$ cat config.mk
export PLATFORM = sky130hd
export DESIGN_NAME = boundary_scan_tap
export DESIGN_NICKNAME = d
export VERILOG_FILES = /design/src/pkg/tap_pkg.sv /design/src/pkg/tap_ctl_if.sv /design/src/design/tap_fsm.sv /design/src/design/boundary_scan_tap.sv
export SDC_FILE = /design/constraint.sdc
export NUM_CORES = 1
export LEC_CHECK = 0
export BUFFER_PORTS_ARGS = -buffer_cell sky130_fd_sc_hd__buf_2
export CAP_MARGIN = 20
export CORE_MARGIN = 5
export CORE_UTILIZATION = 55
export CTS_CLUSTER_SIZE = 12
export DETAILED_ROUTE_END_ITERATION = 10
export GPL_ROUTABILITY_DRIVEN = 0
export HOLD_SLACK_MARGIN = 0.06
export PLACE_DENSITY = 0.76
export SYNTH_ARGS = -nofsm -noshare
export SYNTH_HDL_FRONTEND = slang
export SYNTH_SLANG_ARGS = --single-unit
$ cat constraint.sdc
create_clock -name mclk -period 3.7 [get_ports mclk]
set_input_delay 0.185 -clock mclk [delete_from_list [all_inputs] [get_ports mclk]]
set_output_delay 0.185 -clock mclk [all_outputs]
set_load 0.1 [all_outputs]
$ cat src/pkg/tap_pkg.sv
// Shared constants and types for the boundary-scan test access port.
package tap_pkg;

  // Register lengths.
  localparam int IR_LEN  = 4;
  localparam int ID_LEN  = 32;
  localparam int BSR_LEN = 16;

  // Instruction codes.
  localparam logic [IR_LEN-1:0] OP_EXTEST = 4'h0;
  localparam logic [IR_LEN-1:0] OP_SAMPLE = 4'h1;
  localparam logic [IR_LEN-1:0] OP_IDCODE = 4'h2;
  localparam logic [IR_LEN-1:0] OP_HIGHZ  = 4'h3;
  localparam logic [IR_LEN-1:0] OP_BYPASS = 4'hf;

  // Fixed pattern loaded in the instruction capture state.
  localparam logic [IR_LEN-1:0] IR_CAPTURE = 4'h1;

  // Identification word fields; the values are arbitrary.
  localparam int               ID_VER_LSB  = 28;
  localparam int               ID_PART_LSB = 12;
  localparam int               ID_MFR_LSB  = 1;
  localparam logic [3:0]       ID_VERSION  = 4'h1;
  localparam logic [15:0]      ID_PART     = 16'h5a3c;
  localparam logic [10:0]      ID_MFR      = 11'h0a5;
  localparam logic [ID_LEN-1:0] ID_WORD    = {ID_VERSION, ID_PART, ID_MFR, 1'b1};

  // Reset values.
  localparam logic [IR_LEN-1:0]  IR_RESET  = OP_IDCODE;
  localparam logic [BSR_LEN-1:0] BSR_RESET = 16'h0000;

  // Controller states.
  typedef enum logic [3:0] {
    TLR, RTI, SEL_DR, CAP_DR, SH_DR, EX1_DR, PA_DR, EX2_DR, UPD_DR,
    SEL_IR, CAP_IR, SH_IR, EX1_IR, PA_IR, EX2_IR, UPD_IR
  } tap_state_t;

  // Data register that sits between the serial pins.
  typedef enum logic [1:0] {DR_BYPASS, DR_BSR, DR_ID} dr_sel_t;

endpackage

$ cat src/pkg/tap_ctl_if.sv
// Carrier between the port core and its state machine.
`timescale 1ns/10ps
interface tap_ctl_if;
  logic                tckRise; // One-cycle pulse on a test-clock rising edge.
  logic                tmsLvl;  // Filtered mode-select level.
  tap_pkg::tap_state_t state;   // Current controller state.

  modport fsm  (input tckRise, input tmsLvl, output state);
  modport core (output tckRise, output tmsLvl, input state);
endinterface

$ cat src/design/tap_fsm.sv
// Sixteen-state test access port controller.
`timescale 1ns/10ps
module tap_fsm (
  input wire logic mclk,
  input wire logic rstTapN,
  tap_ctl_if.fsm   ctl
);

  // Next state from the present state and the sampled mode select.
  function automatic tap_pkg::tap_state_t nextState(input tap_pkg::tap_state_t s, input logic m);
    unique case (s)
      tap_pkg::TLR:    nextState = m ? tap_pkg::TLR    : tap_pkg::RTI;
      tap_pkg::RTI:    nextState = m ? tap_pkg::SEL_DR : tap_pkg::RTI;
      tap_pkg::SEL_DR: nextState = m ? tap_pkg::SEL_IR : tap_pkg::CAP_DR;
      tap_pkg::CAP_DR: nextState = m ? tap_pkg::EX1_DR : tap_pkg::SH_DR;
      tap_pkg::SH_DR:  nextState = m ? tap_pkg::EX1_DR : tap_pkg::SH_DR;
      tap_pkg::EX1_DR: nextState = m ? tap_pkg::UPD_DR : tap_pkg::PA_DR;
      tap_pkg::PA_DR:  nextState = m ? tap_pkg::EX2_DR : tap_pkg::PA_DR;
      tap_pkg::EX2_DR: nextState = m ? tap_pkg::UPD_DR : tap_pkg::SH_DR;
      tap_pkg::UPD_DR: nextState = m ? tap_pkg::SEL_DR : tap_pkg::RTI;
      tap_pkg::SEL_IR: nextState = m ? tap_pkg::TLR    : tap_pkg::CAP_IR;
      tap_pkg::CAP_IR: nextState = m ? tap_pkg::EX1_IR : tap_pkg::SH_IR;
      tap_pkg::SH_IR:  nextState = m ? tap_pkg::EX1_IR : tap_pkg::SH_IR;
      tap_pkg::EX1_IR: nextState = m ? tap_pkg::UPD_IR : tap_pkg::PA_IR;
      tap_pkg::PA_IR:  nextState = m ? tap_pkg::EX2_IR : tap_pkg::PA_IR;
      tap_pkg::EX2_IR: nextState = m ? tap_pkg::UPD_IR : tap_pkg::SH_IR;
      tap_pkg::UPD_IR: nextState = m ? tap_pkg::SEL_DR : tap_pkg::RTI;
    endcase
  endfunction

  // The state moves only on a test-clock rising edge, steered by the sampled mode select.
  // Any path of five ones ends in the reset state, whatever the start.
  always_ff @(posedge mclk or negedge rstTapN)
  begin
    if (!rstTapN)
    begin
      ctl.state <= tap_pkg::TLR;
    end
    else if (ctl.tckRise)
    begin
      ctl.state <= nextState(ctl.state, ctl.tmsLvl);
    end
  end

endmodule // tap_fsm

$ cat src/design/boundary_scan_tap.sv
// Boundary-scan test access port core with sampled test pins.
`timescale 1ns/10ps
module boundary_scan_tap (
  input  wire logic                         mclk,
  input  wire logic                         nrst,
  input  wire logic                         tck,
  input  wire logic                         tms,
  input  wire logic                         tdi,
  input  wire logic                         ntrst,
  input  wire logic [tap_pkg::BSR_LEN-1:0]  bsrSample,
  output logic                              tdo,
  output logic                              tdoOe,
  output logic [tap_pkg::BSR_LEN-1:0]       bsrDrive,
  output logic                              bsrDriveEn,
  output logic                              pinsDisable,
  output logic                              fifoEnable,
  output logic [3:0]                        tapState
);

  // Select the data register for an instruction.
  // Every code without its own function falls to bypass.
  function automatic tap_pkg::dr_sel_t drSelect(input logic [tap_pkg::IR_LEN-1:0] op);
    unique case (op)
      tap_pkg::OP_EXTEST: drSelect = tap_pkg::DR_BSR;
      tap_pkg::OP_SAMPLE: drSelect = tap_pkg::DR_BSR;
      tap_pkg::OP_IDCODE: drSelect = tap_pkg::DR_ID;
      tap_pkg::OP_HIGHZ:  drSelect = tap_pkg::DR_BYPASS;
      default:            drSelect = tap_pkg::DR_BYPASS;
    endcase
  endfunction

  // Pin samplers, bit order: test clock, mode select, data in, test reset.
  logic [3:0] pinS1_q;   // First stage, read only by the second.
  logic [3:0] pinS2_q;   // Second stage.
  logic [3:0] pinS3_q;   // Third stage.
  logic [3:0] pinLvl_q;  // Accepted levels.
  logic [3:0] pinLvl_d;  // Levels accepted this cycle.

  // Reset of the controller: either reset asserts it at once.
  logic       tapRstRawN; // Raw combined reset.
  logic [1:0] tapRst_q;   // Release synchroniser.
  logic       tapRstN;    // Reset used by the test logic.

  // Test-clock edge pulses.
  logic tckRise;
  logic tckFall;

  // Controller carrier.
  tap_ctl_if ctl ();

  // Shift stages and held values.
  logic [tap_pkg::IR_LEN-1:0]  irShift_q;  // Instruction shift stages.
  logic [tap_pkg::IR_LEN-1:0]  irCur_q;    // Current instruction.
  logic                        bypass_q;   // Bypass stage.
  logic [tap_pkg::ID_LEN-1:0]  idShift_q;  // Identification shift stages.
  logic [tap_pkg::BSR_LEN-1:0] bsrShift_q; // Boundary shift stages.
  logic [tap_pkg::BSR_LEN-1:0] bsrHold_q;  // Boundary update latch.
  logic                        tdo_q;
  logic                        tdoOe_q;
  logic                        extest_q;
  logic                        highz_q;
  logic                        fifoEn_q;
  logic                        resetSeen_q; // Controller has been reset by the tester.
  tap_pkg::dr_sel_t            drSel;       // Register picked by the current instruction.

  // The combined reset acts at once but is released on the clock, so the
  // controller never sees a release close to an edge.
  assign tapRstRawN = nrst & ntrst;

  // Reset release synchroniser; the flops take only constants under reset.
  always_ff @(posedge mclk or negedge tapRstRawN)
  begin
    if (!tapRstRawN)
    begin
      tapRst_q <= 2'h0;
    end
    else
    begin
      tapRst_q <= {tapRst_q[0], 1'b1};
    end
  end

  assign tapRstN = tapRst_q[1];

  // Three-stage sampling of every pin from the tester's domain.
  always_ff @(posedge mclk or negedge nrst)
  begin
    if (!nrst)
    begin
      pinS1_q <= 4'h8;
      pinS2_q <= 4'h8;
      pinS3_q <= 4'h8;
    end
    else
    begin
      pinS1_q <= {ntrst, tdi, tms, tck};
      pinS2_q <= pinS1_q;
      pinS3_q <= pinS2_q;
    end
  end

  // A level is accepted only when the second and third stages agree.
  // This rejects single-cycle glitches at the cost of two cycles of delay.
  always_comb
  begin
    for (int i = 0; i < 4; i++)
    begin
      pinLvl_d[i] = (pinS2_q[i] == pinS3_q[i]) ? pinS3_q[i] : pinLvl_q[i];
    end
  end

  // Accepted pin levels.
  always_ff @(posedge mclk or negedge nrst)
  begin
    if (!nrst)
    begin
      pinLvl_q <= 4'h8;
    end
    else
    begin
      pinLvl_q <= pinLvl_d;
    end
  end

  // Edges of the accepted test clock.
  assign tckRise = pinLvl_d[0] & ~pinLvl_q[0];
  assign tckFall = ~pinLvl_d[0] & pinLvl_q[0];

  // Feed the controller; mode select is taken as accepted before the edge.
  assign ctl.tckRise = tckRise;
  assign ctl.tmsLvl  = pinLvl_q[1];

  // Controller state machine.
  tap_fsm fsm (
    .mclk    (mclk),
    .rstTapN (tapRstN),
    .ctl     (ctl)
  );

  // The data register in the path follows the current instruction.
  assign drSel = drSelect(irCur_q);

  // Instruction shift stages: load the fixed pattern, then shift with
  // the lowest bit nearest the serial output.
  always_ff @(posedge mclk or negedge tapRstN)
  begin
    if (!tapRstN)
    begin
      irShift_q <= tap_pkg::IR_CAPTURE;
    end
    else if (tckRise)
    begin
      if (ctl.state == tap_pkg::CAP_IR)
      begin
        irShift_q <= tap_pkg::IR_CAPTURE;
      end
      else if (ctl.state == tap_pkg::SH_IR)
      begin
        irShift_q <= {pinLvl_q[2], irShift_q[tap_pkg::IR_LEN-1:1]};
      end
    end
  end

  // Current instruction: taken on the falling edge in Update-IR, and
  // forced back to the identification code while in reset state.
  always_ff @(posedge mclk or negedge tapRstN)
  begin
    if (!tapRstN)
    begin
      irCur_q <= tap_pkg::IR_RESET;
    end
    else if (ctl.state == tap_pkg::TLR)
    begin
      irCur_q <= tap_pkg::IR_RESET;
    end
    else if (tckFall && ctl.state == tap_pkg::UPD_IR)
    begin
      irCur_q <= irShift_q;
    end
  end

  // Bypass stage: zero on capture, one stage between the pins on shift.
  // It never touches functional outputs.
  always_ff @(posedge mclk or negedge tapRstN)
  begin
    if (!tapRstN)
    begin
      bypass_q <= 1'b0;
    end
    else if (tckRise && drSel == tap_pkg::DR_BYPASS)
    begin
      if (ctl.state == tap_pkg::CAP_DR)
      begin
        bypass_q <= 1'b0;
      end
      else if (ctl.state == tap_pkg::SH_DR)
      begin
        bypass_q <= pinLvl_q[2];
      end
    end
  end

  // Identification stages: the fixed word is reloaded on every capture,
  // so shifted-in data can never change what is read next time.
  always_ff @(posedge mclk or negedge tapRstN)
  begin
    if (!tapRstN)
    begin
      idShift_q <= tap_pkg::ID_WORD;
    end
    else if (tckRise && drSel == tap_pkg::DR_ID)
    begin
      if (ctl.state == tap_pkg::CAP_DR)
      begin
        idShift_q <= tap_pkg::ID_WORD;
      end
      else if (ctl.state == tap_pkg::SH_DR)
      begin
        idShift_q <= {pinLvl_q[2], idShift_q[tap_pkg::ID_LEN-1:1]};
      end
    end
  end

  // Boundary stages: capture the pin image, then shift.
  always_ff @(posedge mclk or negedge tapRstN)
  begin
    if (!tapRstN)
    begin
      bsrShift_q <= tap_pkg::BSR_RESET;
    end
    else if (tckRise && drSel == tap_pkg::DR_BSR)
    begin
      if (ctl.state == tap_pkg::CAP_DR)
      begin
        bsrShift_q <= bsrSample;
      end
      else if (ctl.state == tap_pkg::SH_DR)
      begin
        bsrShift_q <= {pinLvl_q[2], bsrShift_q[tap_pkg::BSR_LEN-1:1]};
      end
    end
  end

  // Boundary update latch, loaded on the falling edge in Update-DR.
  // Preload under sample lands here before an external test starts.
  always_ff @(posedge mclk or negedge tapRstN)
  begin
    if (!tapRstN)
    begin
      bsrHold_q <= tap_pkg::BSR_RESET;
    end
    else if (tckFall && ctl.state == tap_pkg::UPD_DR && drSel == tap_pkg::DR_BSR)
    begin
      bsrHold_q <= bsrShift_q;
    end
  end

  // Serial output changes on the falling edge, so the tester can sample
  // it on the next rising edge; it is enabled only in the shift states.
  always_ff @(posedge mclk or negedge tapRstN)
  begin
    if (!tapRstN)
    begin
      tdo_q   <= 1'b0;
      tdoOe_q <= 1'b0;
    end
    else if (tckFall)
    begin
      if (ctl.state == tap_pkg::SH_IR)
      begin
        tdo_q   <= irShift_q[0];
        tdoOe_q <= 1'b1;
      end
      else if (ctl.state == tap_pkg::SH_DR)
      begin
        tdoOe_q <= 1'b1;
        unique case (drSel)
          tap_pkg::DR_BSR: tdo_q <= bsrShift_q[0];
          tap_pkg::DR_ID:  tdo_q <= idShift_q[0];
          default:         tdo_q <= bypass_q;
        endcase
      end
      else
      begin
        tdoOe_q <= 1'b0;
      end
    end
  end

  // The tester has reset the controller once it has held the reset pin
  // low or an edge with mode select high has moved it into, or kept it in,
  // reset state. Only the chip reset clears this, as nothing else resets it.
  always_ff @(posedge mclk or negedge nrst)
  begin
    if (!nrst)
    begin
      resetSeen_q <= 1'b0;
    end
    else if (!pinLvl_q[3] || (tckRise && pinLvl_q[1]
             && (ctl.state == tap_pkg::TLR || ctl.state == tap_pkg::SEL_IR)))
    begin
      resetSeen_q <= 1'b1;
    end
  end

  // Functional controls. Test logic wins over the memory: until the
  // controller is reset, and during external test or high impedance,
  // the memory is held out of normal use. No instruction here runs a
  // self test, so Run-Test-Idle leaves these untouched.
  always_ff @(posedge mclk or negedge nrst)
  begin
    if (!nrst)
    begin
      extest_q <= 1'b0;
      highz_q  <= 1'b0;
      fifoEn_q <= 1'b0;
    end
    else
    begin
      extest_q <= resetSeen_q && irCur_q == tap_pkg::OP_EXTEST && ctl.state != tap_pkg::TLR;
      highz_q  <= resetSeen_q && irCur_q == tap_pkg::OP_HIGHZ && ctl.state != tap_pkg::TLR;
      fifoEn_q <= resetSeen_q && irCur_q != tap_pkg::OP_EXTEST
                  && irCur_q != tap_pkg::OP_HIGHZ;
    end
  end

  // All outputs come straight from flops.
  assign tdo         = tdo_q;
  assign tdoOe       = tdoOe_q;
  assign bsrDrive    = bsrHold_q;
  assign bsrDriveEn  = extest_q;
  assign pinsDisable = highz_q;
  assign fifoEnable  = fifoEn_q;
  assign tapState    = ctl.state;

endmodule // boundary_scan_tap

---- Word level (Yosys, flattened, before mapping) ----
Cells that the tools add are included.
storage, ports and cells
  flip-flop bits (word level) ............. 101
  word-level logic and storage cells ...... 116
operators by class
  eq/ne operators ......................... 25
  bitwise logic cells ..................... 5
  multiplexer cells ....................... 30
  reductions and logical operators ........ 35
operators by type and width
  cell                                                    count
  two-way mux 32 bit                                      2
  one-hot mux 4 bit (12 select lines)                     1
  == test 4 bit (second input constant)                   8
  two-way mux 16 bit                                      2
  two-way mux 4 bit                                       8
  == test 4 x 2 -> 1 bit (second input constant)          4
  == test 4 x 3 -> 1 bit (second input constant)          4
  logical AND 1 bit                                       14
  two-way mux 1 bit                                       10
  AND reduction 2 bit                                     5
  == test 4 x 1 -> 1 bit (second input constant)          2
  zero test 4 bit                                         2
  nonzero test 2 bit                                      4
  nonzero test 4 bit                                      2
  two-way mux 2 bit                                       3
  two-way mux 3 bit                                       2
  OR reduction 2 bit                                      3
  == test 1 bit                                           4
  inequality test 4 x 2 -> 1 bit (second input constant)  1
  one-hot mux 2 bit (2 select lines)                      1
  AND 1 bit                                               3
  OR reduction 3 bit                                      1
  == test 2 x 1 -> 1 bit (second input constant)          1
  == test 2 bit (second input constant)                   1
  other kinds (5)                                         7

---- Depth between registers and ports, before layout ----
  word-level depth ........................ 7
  depth in mapped cells ................... 11
  gate-level depth less buffers ........... 9

---- Hierarchy ----
From an unflattened synthesis, not the netlist that was laid out.
unflattened totals
  cell total of the unflattened synthesis .. 354
  area, all modules ....................... 4531.8 um^2
modules (own cells, without submodules)
  module             area each (um^2)  instances  cells an instance  sequential area each (um^2)
  boundary_scan_tap  4131.5            1          307                2452.4
  tap_fsm            400.4             1          47                 100.1

---- Worst setup path before layout ----
Ideal clock, no wire load.
  path kind ............................... register to register
  from .................................... register fsm.ctl.state[2]
  to ...................................... register bsrHold_q, in the netlist bsrDrive[0]
  data required time ...................... 3574 ps
  stages on the path, launching flop included .. 6
  path slack .............................. 1294 ps
  arrival time ............................ 2280 ps
  period minus slack after synthesis ...... 2406 ps
  path buffers ............................ 2
  path through ............................ dfrtp_1 -> buf_2 -> and2b_1 -> nand4_1 -> buf_2 -> mux2_2
between the ends
  cells in the longest elaborated chain, start to end .. 3
ends and longest elaborated chain
  element                         RTL line                  RTL
  start, declared                 tap_ctl_if.sv:8           modport fsm (input tckRise, input tmsLvl, output state);
  start signal, assigned          tap_fsm.sv:37             ctl.state <= tap_pkg::TLR;
  start signal, assigned          tap_fsm.sv:41             ctl.state <= nextState(ctl.state, ctl.tmsLvl);
  == test 4 bit                   boundary_scan_tap.sv:252  else if (tckFall && ctl.state == tap_pkg::UPD_DR && drSel == tap_pkg::DR_BSR)
  logical AND 1 bit (2 in a row)  boundary_scan_tap.sv:252
  end signal, assigned            boundary_scan_tap.sv:250  bsrHold_q <= tap_pkg::BSR_RESET;
  end signal, assigned            boundary_scan_tap.sv:254  bsrHold_q <= bsrShift_q;
  end, declared                   boundary_scan_tap.sv:57   logic [tap_pkg::BSR_LEN-1:0] bsrHold_q;
No other way between the ends.
A chain may end at the register's enable or synchronous reset.

---- Worst setup path in the final report ----
  from .................................... register irCur_q[3] (netlist bit)
  to ...................................... register idShift_q[31] (netlist bit)
between the ends
  cells in the longest elaborated chain, start to end .. 6
  elaborated cells between the ends (all ways) .. 8
ends and longest elaborated chain
  element                                                           RTL line                  RTL
  start, declared                                                   boundary_scan_tap.sv:53   logic [tap_pkg::IR_LEN-1:0] irCur_q;
  start signal, assigned                                            boundary_scan_tap.sv:170  irCur_q <= tap_pkg::IR_RESET;
  start signal, assigned                                            boundary_scan_tap.sv:174  irCur_q <= tap_pkg::IR_RESET;
  start signal, assigned                                            boundary_scan_tap.sv:178  irCur_q <= irShift_q;
  == test 4 x 1 -> 1 bit / zero test 4 bit (equally long branches)  boundary_scan_tap.sv:23   unique case (op)
  OR reduction 2 bit (no line)                                      n/a
  one-hot mux 2 bit (2 select lines) (*)                            boundary_scan_tap.sv:23
  == test 2 bit (*)                                                 boundary_scan_tap.sv:211  else if (tckRise && drSel == tap_pkg::DR_ID)
  logical AND 1 bit (*)                                             boundary_scan_tap.sv:211
  AND reduction 2 bit (no line) (*)                                 n/a
  end signal, assigned                                              boundary_scan_tap.sv:209  idShift_q <= tap_pkg::ID_WORD;
  end signal, assigned                                              boundary_scan_tap.sv:215  idShift_q <= tap_pkg::ID_WORD;
  end signal, assigned                                              boundary_scan_tap.sv:219  idShift_q <= {pinLvl_q[2], idShift_q[tap_pkg::ID_LEN-1:1]};
  end, declared                                                     boundary_scan_tap.sv:55   logic [tap_pkg::ID_LEN-1:0] idShift_q;
Every way passes the cells marked *; elsewhere a longest branch is shown, timed or not.

==> flow_summary.json <==
{
  "cts_buffers": 9,
  "vias": 3094,
  "clk_latency_ns": 0.37,
  "hpwl_mm": 5.37,
  "cts.sinks": 101,
  "portBuffers": 46,
  "pre_cts_slack_ns": 1.09,
  "worstSetupPathType": "reg2reg",
  "num-fill-cells": 633,
  "period_share_pct": 71.1,
  "synthSimpleGateAreaFrac_pct": 17.3,
  "synth_ff_type": "dfrtp_1",
  "worstSetupStartpoint": "irCur_q[3]",
  "reg2reg_slack_ns": 1.07,
  "rr_startpoint": "irCur_q[3]",
  "antenna_found_initial": 0,
  "yosysMostFrequentCell": "nand2_1",
  "drt_iter0_drc": 112,
  "io_pins": 47,
  "grt_start_max_net_pins": 46,
  "drt_pass1_iterations": 4,
  "wire_per_inst_um": 14.1,
  "synth_common_cells": "nand2_1, dfrtp_1, nor2_1",
  "core_mm2": 0.00765,
  "grt.total_usage_pct": 18.1,
  "hold_path_class": "in2reg",
  "crit_top_cell": "inv_1",
  "relSlewSlack_pct": 34.7,
  "status": "finished, final reports clean",
  "rsz0062_at_grt": "no",
  "syn_area_per_cell_um2": 10.3,
  "synth_top_area_share_pct": 47.3,
  "synth_top_family_by_area": "simple AND/OR/NAND/NOR gates",
  "power.leakage_nw": 2.21,
  "die_w_um": 98.3,
  "layout_min_cycle_time_ns": 2.63,
  "p_per_area_mw_per_mm2": 543,
  "ys_ff_latch": 101,
  "final.setup.tns_ns": 0,
  "drt_wl_total_mm": 8.11,
  "clockRootBuffer": "clkbuf_8",
  "synth_xor_area_share_pct": 0.204,
  "synthesis.area_mm2": 0.00429,
  "via_per_inst": 5.39,
  "p_total_mw": 2.64,
  "ant_nets": 0,
  "maxCapViolCount": 0,
  "synth.distinct_cells": 44,
  "dieArea_mm2": 0.00966,
  "mappedNetlistNets": 443,
  "syn_inst": 418,
  "hold_start": "bsrSample[3]",
  "syn_to_final_growth_pct": 13.6,
  "n_antenna_cell": 0,
  "clockBufferDepth": 2,
  "arrival_ns": 2.88,
  "die_h_um": 98.3,
  "crit_chain": "nor2_1 -> nand2_1 -> or2_2 -> inv_1 -> ha_1 -> inv_1 -> a2111o_1 -> buf_4 -> mux2_4",
  "grt_pass1_vias": 2995,
  "synth-adder-area-share_pct": 1.81,
  "synth_largest_area_cell": "dfrtp_1",
  "drive_gt1_share_pct": 24.2,
  "drc_errors": 0,
  "fmax_mhz": 380,
  "hold_violations": 0,
  "finalNonFillerCells": 574,
  "seq_area_frac_synth_pct": 59.5,
  "grt_pass1_wl_mm": 14.3,
  "grt-ovfl-total": 0,
  "htree_levels": 3,
  "vdd_drop_max_uv": 310,
  "worstPathMaxFanout": 45,
  "finClkSkew_ns": 0.0167,
  "row_count": 32,
  "required_ns": 3.95,
  "critPathMaxStageDelay_ns": 0.60,
  "yosys_warnings": 0,
  "cp-end-kind": "flip-flop",
  "tritoncts": "done",
  "post_dp_cell_area_mm2": 0.00455,
  "fin_ws_ns": 1.07,
  "place_inst": 547,
  "synth-edff-count": 0,
  "synthTopCellsByArea": "dfrtp_1, dfstp_2, nand2_1, mux2_2, nor2_1",
  "final_area_mm2": 0.00487,
  "setup_viol": 0,
  "tightest_slew_ns": 0.980,
  "synth-compound-area-share_pct": 11.4,
  "start_util_pct": 56.1,
  "clkTransAtPathRegs_ns": 0.10,
  "async_reset_ff_share_pct": 100,
  "drv_slew": 0,
  "final_nets": 492,
  "crit_slowest_cell": "a2111o_1",
  "synthMuxAreaShare_pct": 5.34,
  "start_kind": "flip-flop"
}
==> critical path, delay by kind of cell, from the launching register on <==
family / cells / cell delay (ns)
AOI/OAI and AO/OA: 1 / 0.60
muxes: 1 / 0.34
buffers and inverters: 3 / 0.47
and+or+nand+nor: 3 / 0.54
DFF: 1 / 0.41
adders and majority gates: 1 / 0.15
==> cell families (layout without fill, tap and decap cells) <==
group	count (synthesis)	count (layout)
AND/OR/NAND/NOR	169	169
flip-flops	101	101
AO/OA/AOI/OAI	82	82
buffers and inverters	37	91
multiplexers	20	20
adder cells (fa/ha/maj)	7	7
other	1	1
XOR/XNOR	1	1
==> metal layers <==
layer,vias to the layer above,track usage [%],share of wire [%]
met5,-,0,0
met2,81,28.2,47
li1,1503,-,-
met1,1499,24.8,46
met4,0,6.20,1.3
met3,11,4.93,6.1
==> cell type report <==
| cell class | instances | area (um2) | share of cell area [%] |
|---|---|---|---|
| Sequential cell | 101 | 2550 | 52.4 |
| Multi-Input combinational cell | 280 | 1550 | 31.8 |
| Timing Repair Buffer | 64 | 393 | 8.07 |
| Tap cell | 102 | 128 | 2.62 |
| Clock buffer | 9 | 124 | 2.54 |
| Clock inverter | 7 | 82.6 | 1.70 |
| Inverter | 11 | 41.3 | 0.848 |
==> final timing paths <==
kind,endpoint,cells after the start
min,bsrShift_q[3],3
max reg2reg,idShift_q[31],9
max in group asynchronous,idShift_q[3],1
max,idShift_q[31],9
min in group asynchronous,tapRst_q[1],3
min reg2reg,pinS2_q[0],0
==> stage by stage <==
stage          hold slack (ns)  utilization [%]
5_1_grt                 0.0702             63.7
3_3_place_gp            0.0980             59.6
4_1_cts                 0.0616             63.6
6_report                0.0747             63.7
3_5_place_dp             0.106             59.6
2_1_floorplan           -0.111                -
==> where the power goes <==
part	internal [mW]	switching [mW]	total (mW)	leakage [nW]
logic	0.179	0.425	0.604	0.925
registers	1.20	0.123	1.32	1.19
clock network	0.323	0.395	0.719	0.103
total	1.70	0.943	2.64	2.21
==> sequential cells by signal, summed over array words and instances, names as in the netlist <==
| name | count |
|---|---|
| resetSeen_q | 1 |
| pinS3_q | 4 |
| bsrShift_q | 16 |
| tdoOe | 1 |
| tdo | 1 |
| bypass_q | 1 |
| idShift_q | 32 |
| tapRst_q | 2 |
| bsrDrive | 16 |
| pinS1_q | 4 |
| bsrDriveEn | 1 |
| irShift_q | 4 |
| pinsDisable | 1 |
| fsm.ctl.state | 4 |
| pinLvl_q | 4 |
| pinS2_q | 4 |
| fifoEnable | 1 |
| irCur_q | 4 |
==> layout by cell type (no fill, tap or decap), types with 3 or more instances in the layout <==
master,synthesis,routed
ha_1,3,3
and3_1,5,5
a21oi_1,10,10
buf_4,0,7
nor3_1,6,6
nand2_1,90,90
dfrtp_1,81,80
nor2_1,40,40
dlygate4sd3_1,0,11
nand2b_1,3,3
maj3_1,4,4
o21ai_1,30,30
nor2b_1,3,3
nand3b_1,3,3
buf_2,8,46
inv_1,11,11
o21ai_0,13,13
nand3_1,5,5
clkbuf_8,0,9
nand4_1,4,4
a31oi_1,18,18
mux2_2,19,19
dfstp_2,20,20
==> what timing repair did <==
item                      4_1_cts  5_1_grt
hold buffers                   10        1
gates resized for setup         0        0
hold endpoints to repair       27        1
buffers inserted                0        0
Note: power is estimated with default switching activity, not from simulation.
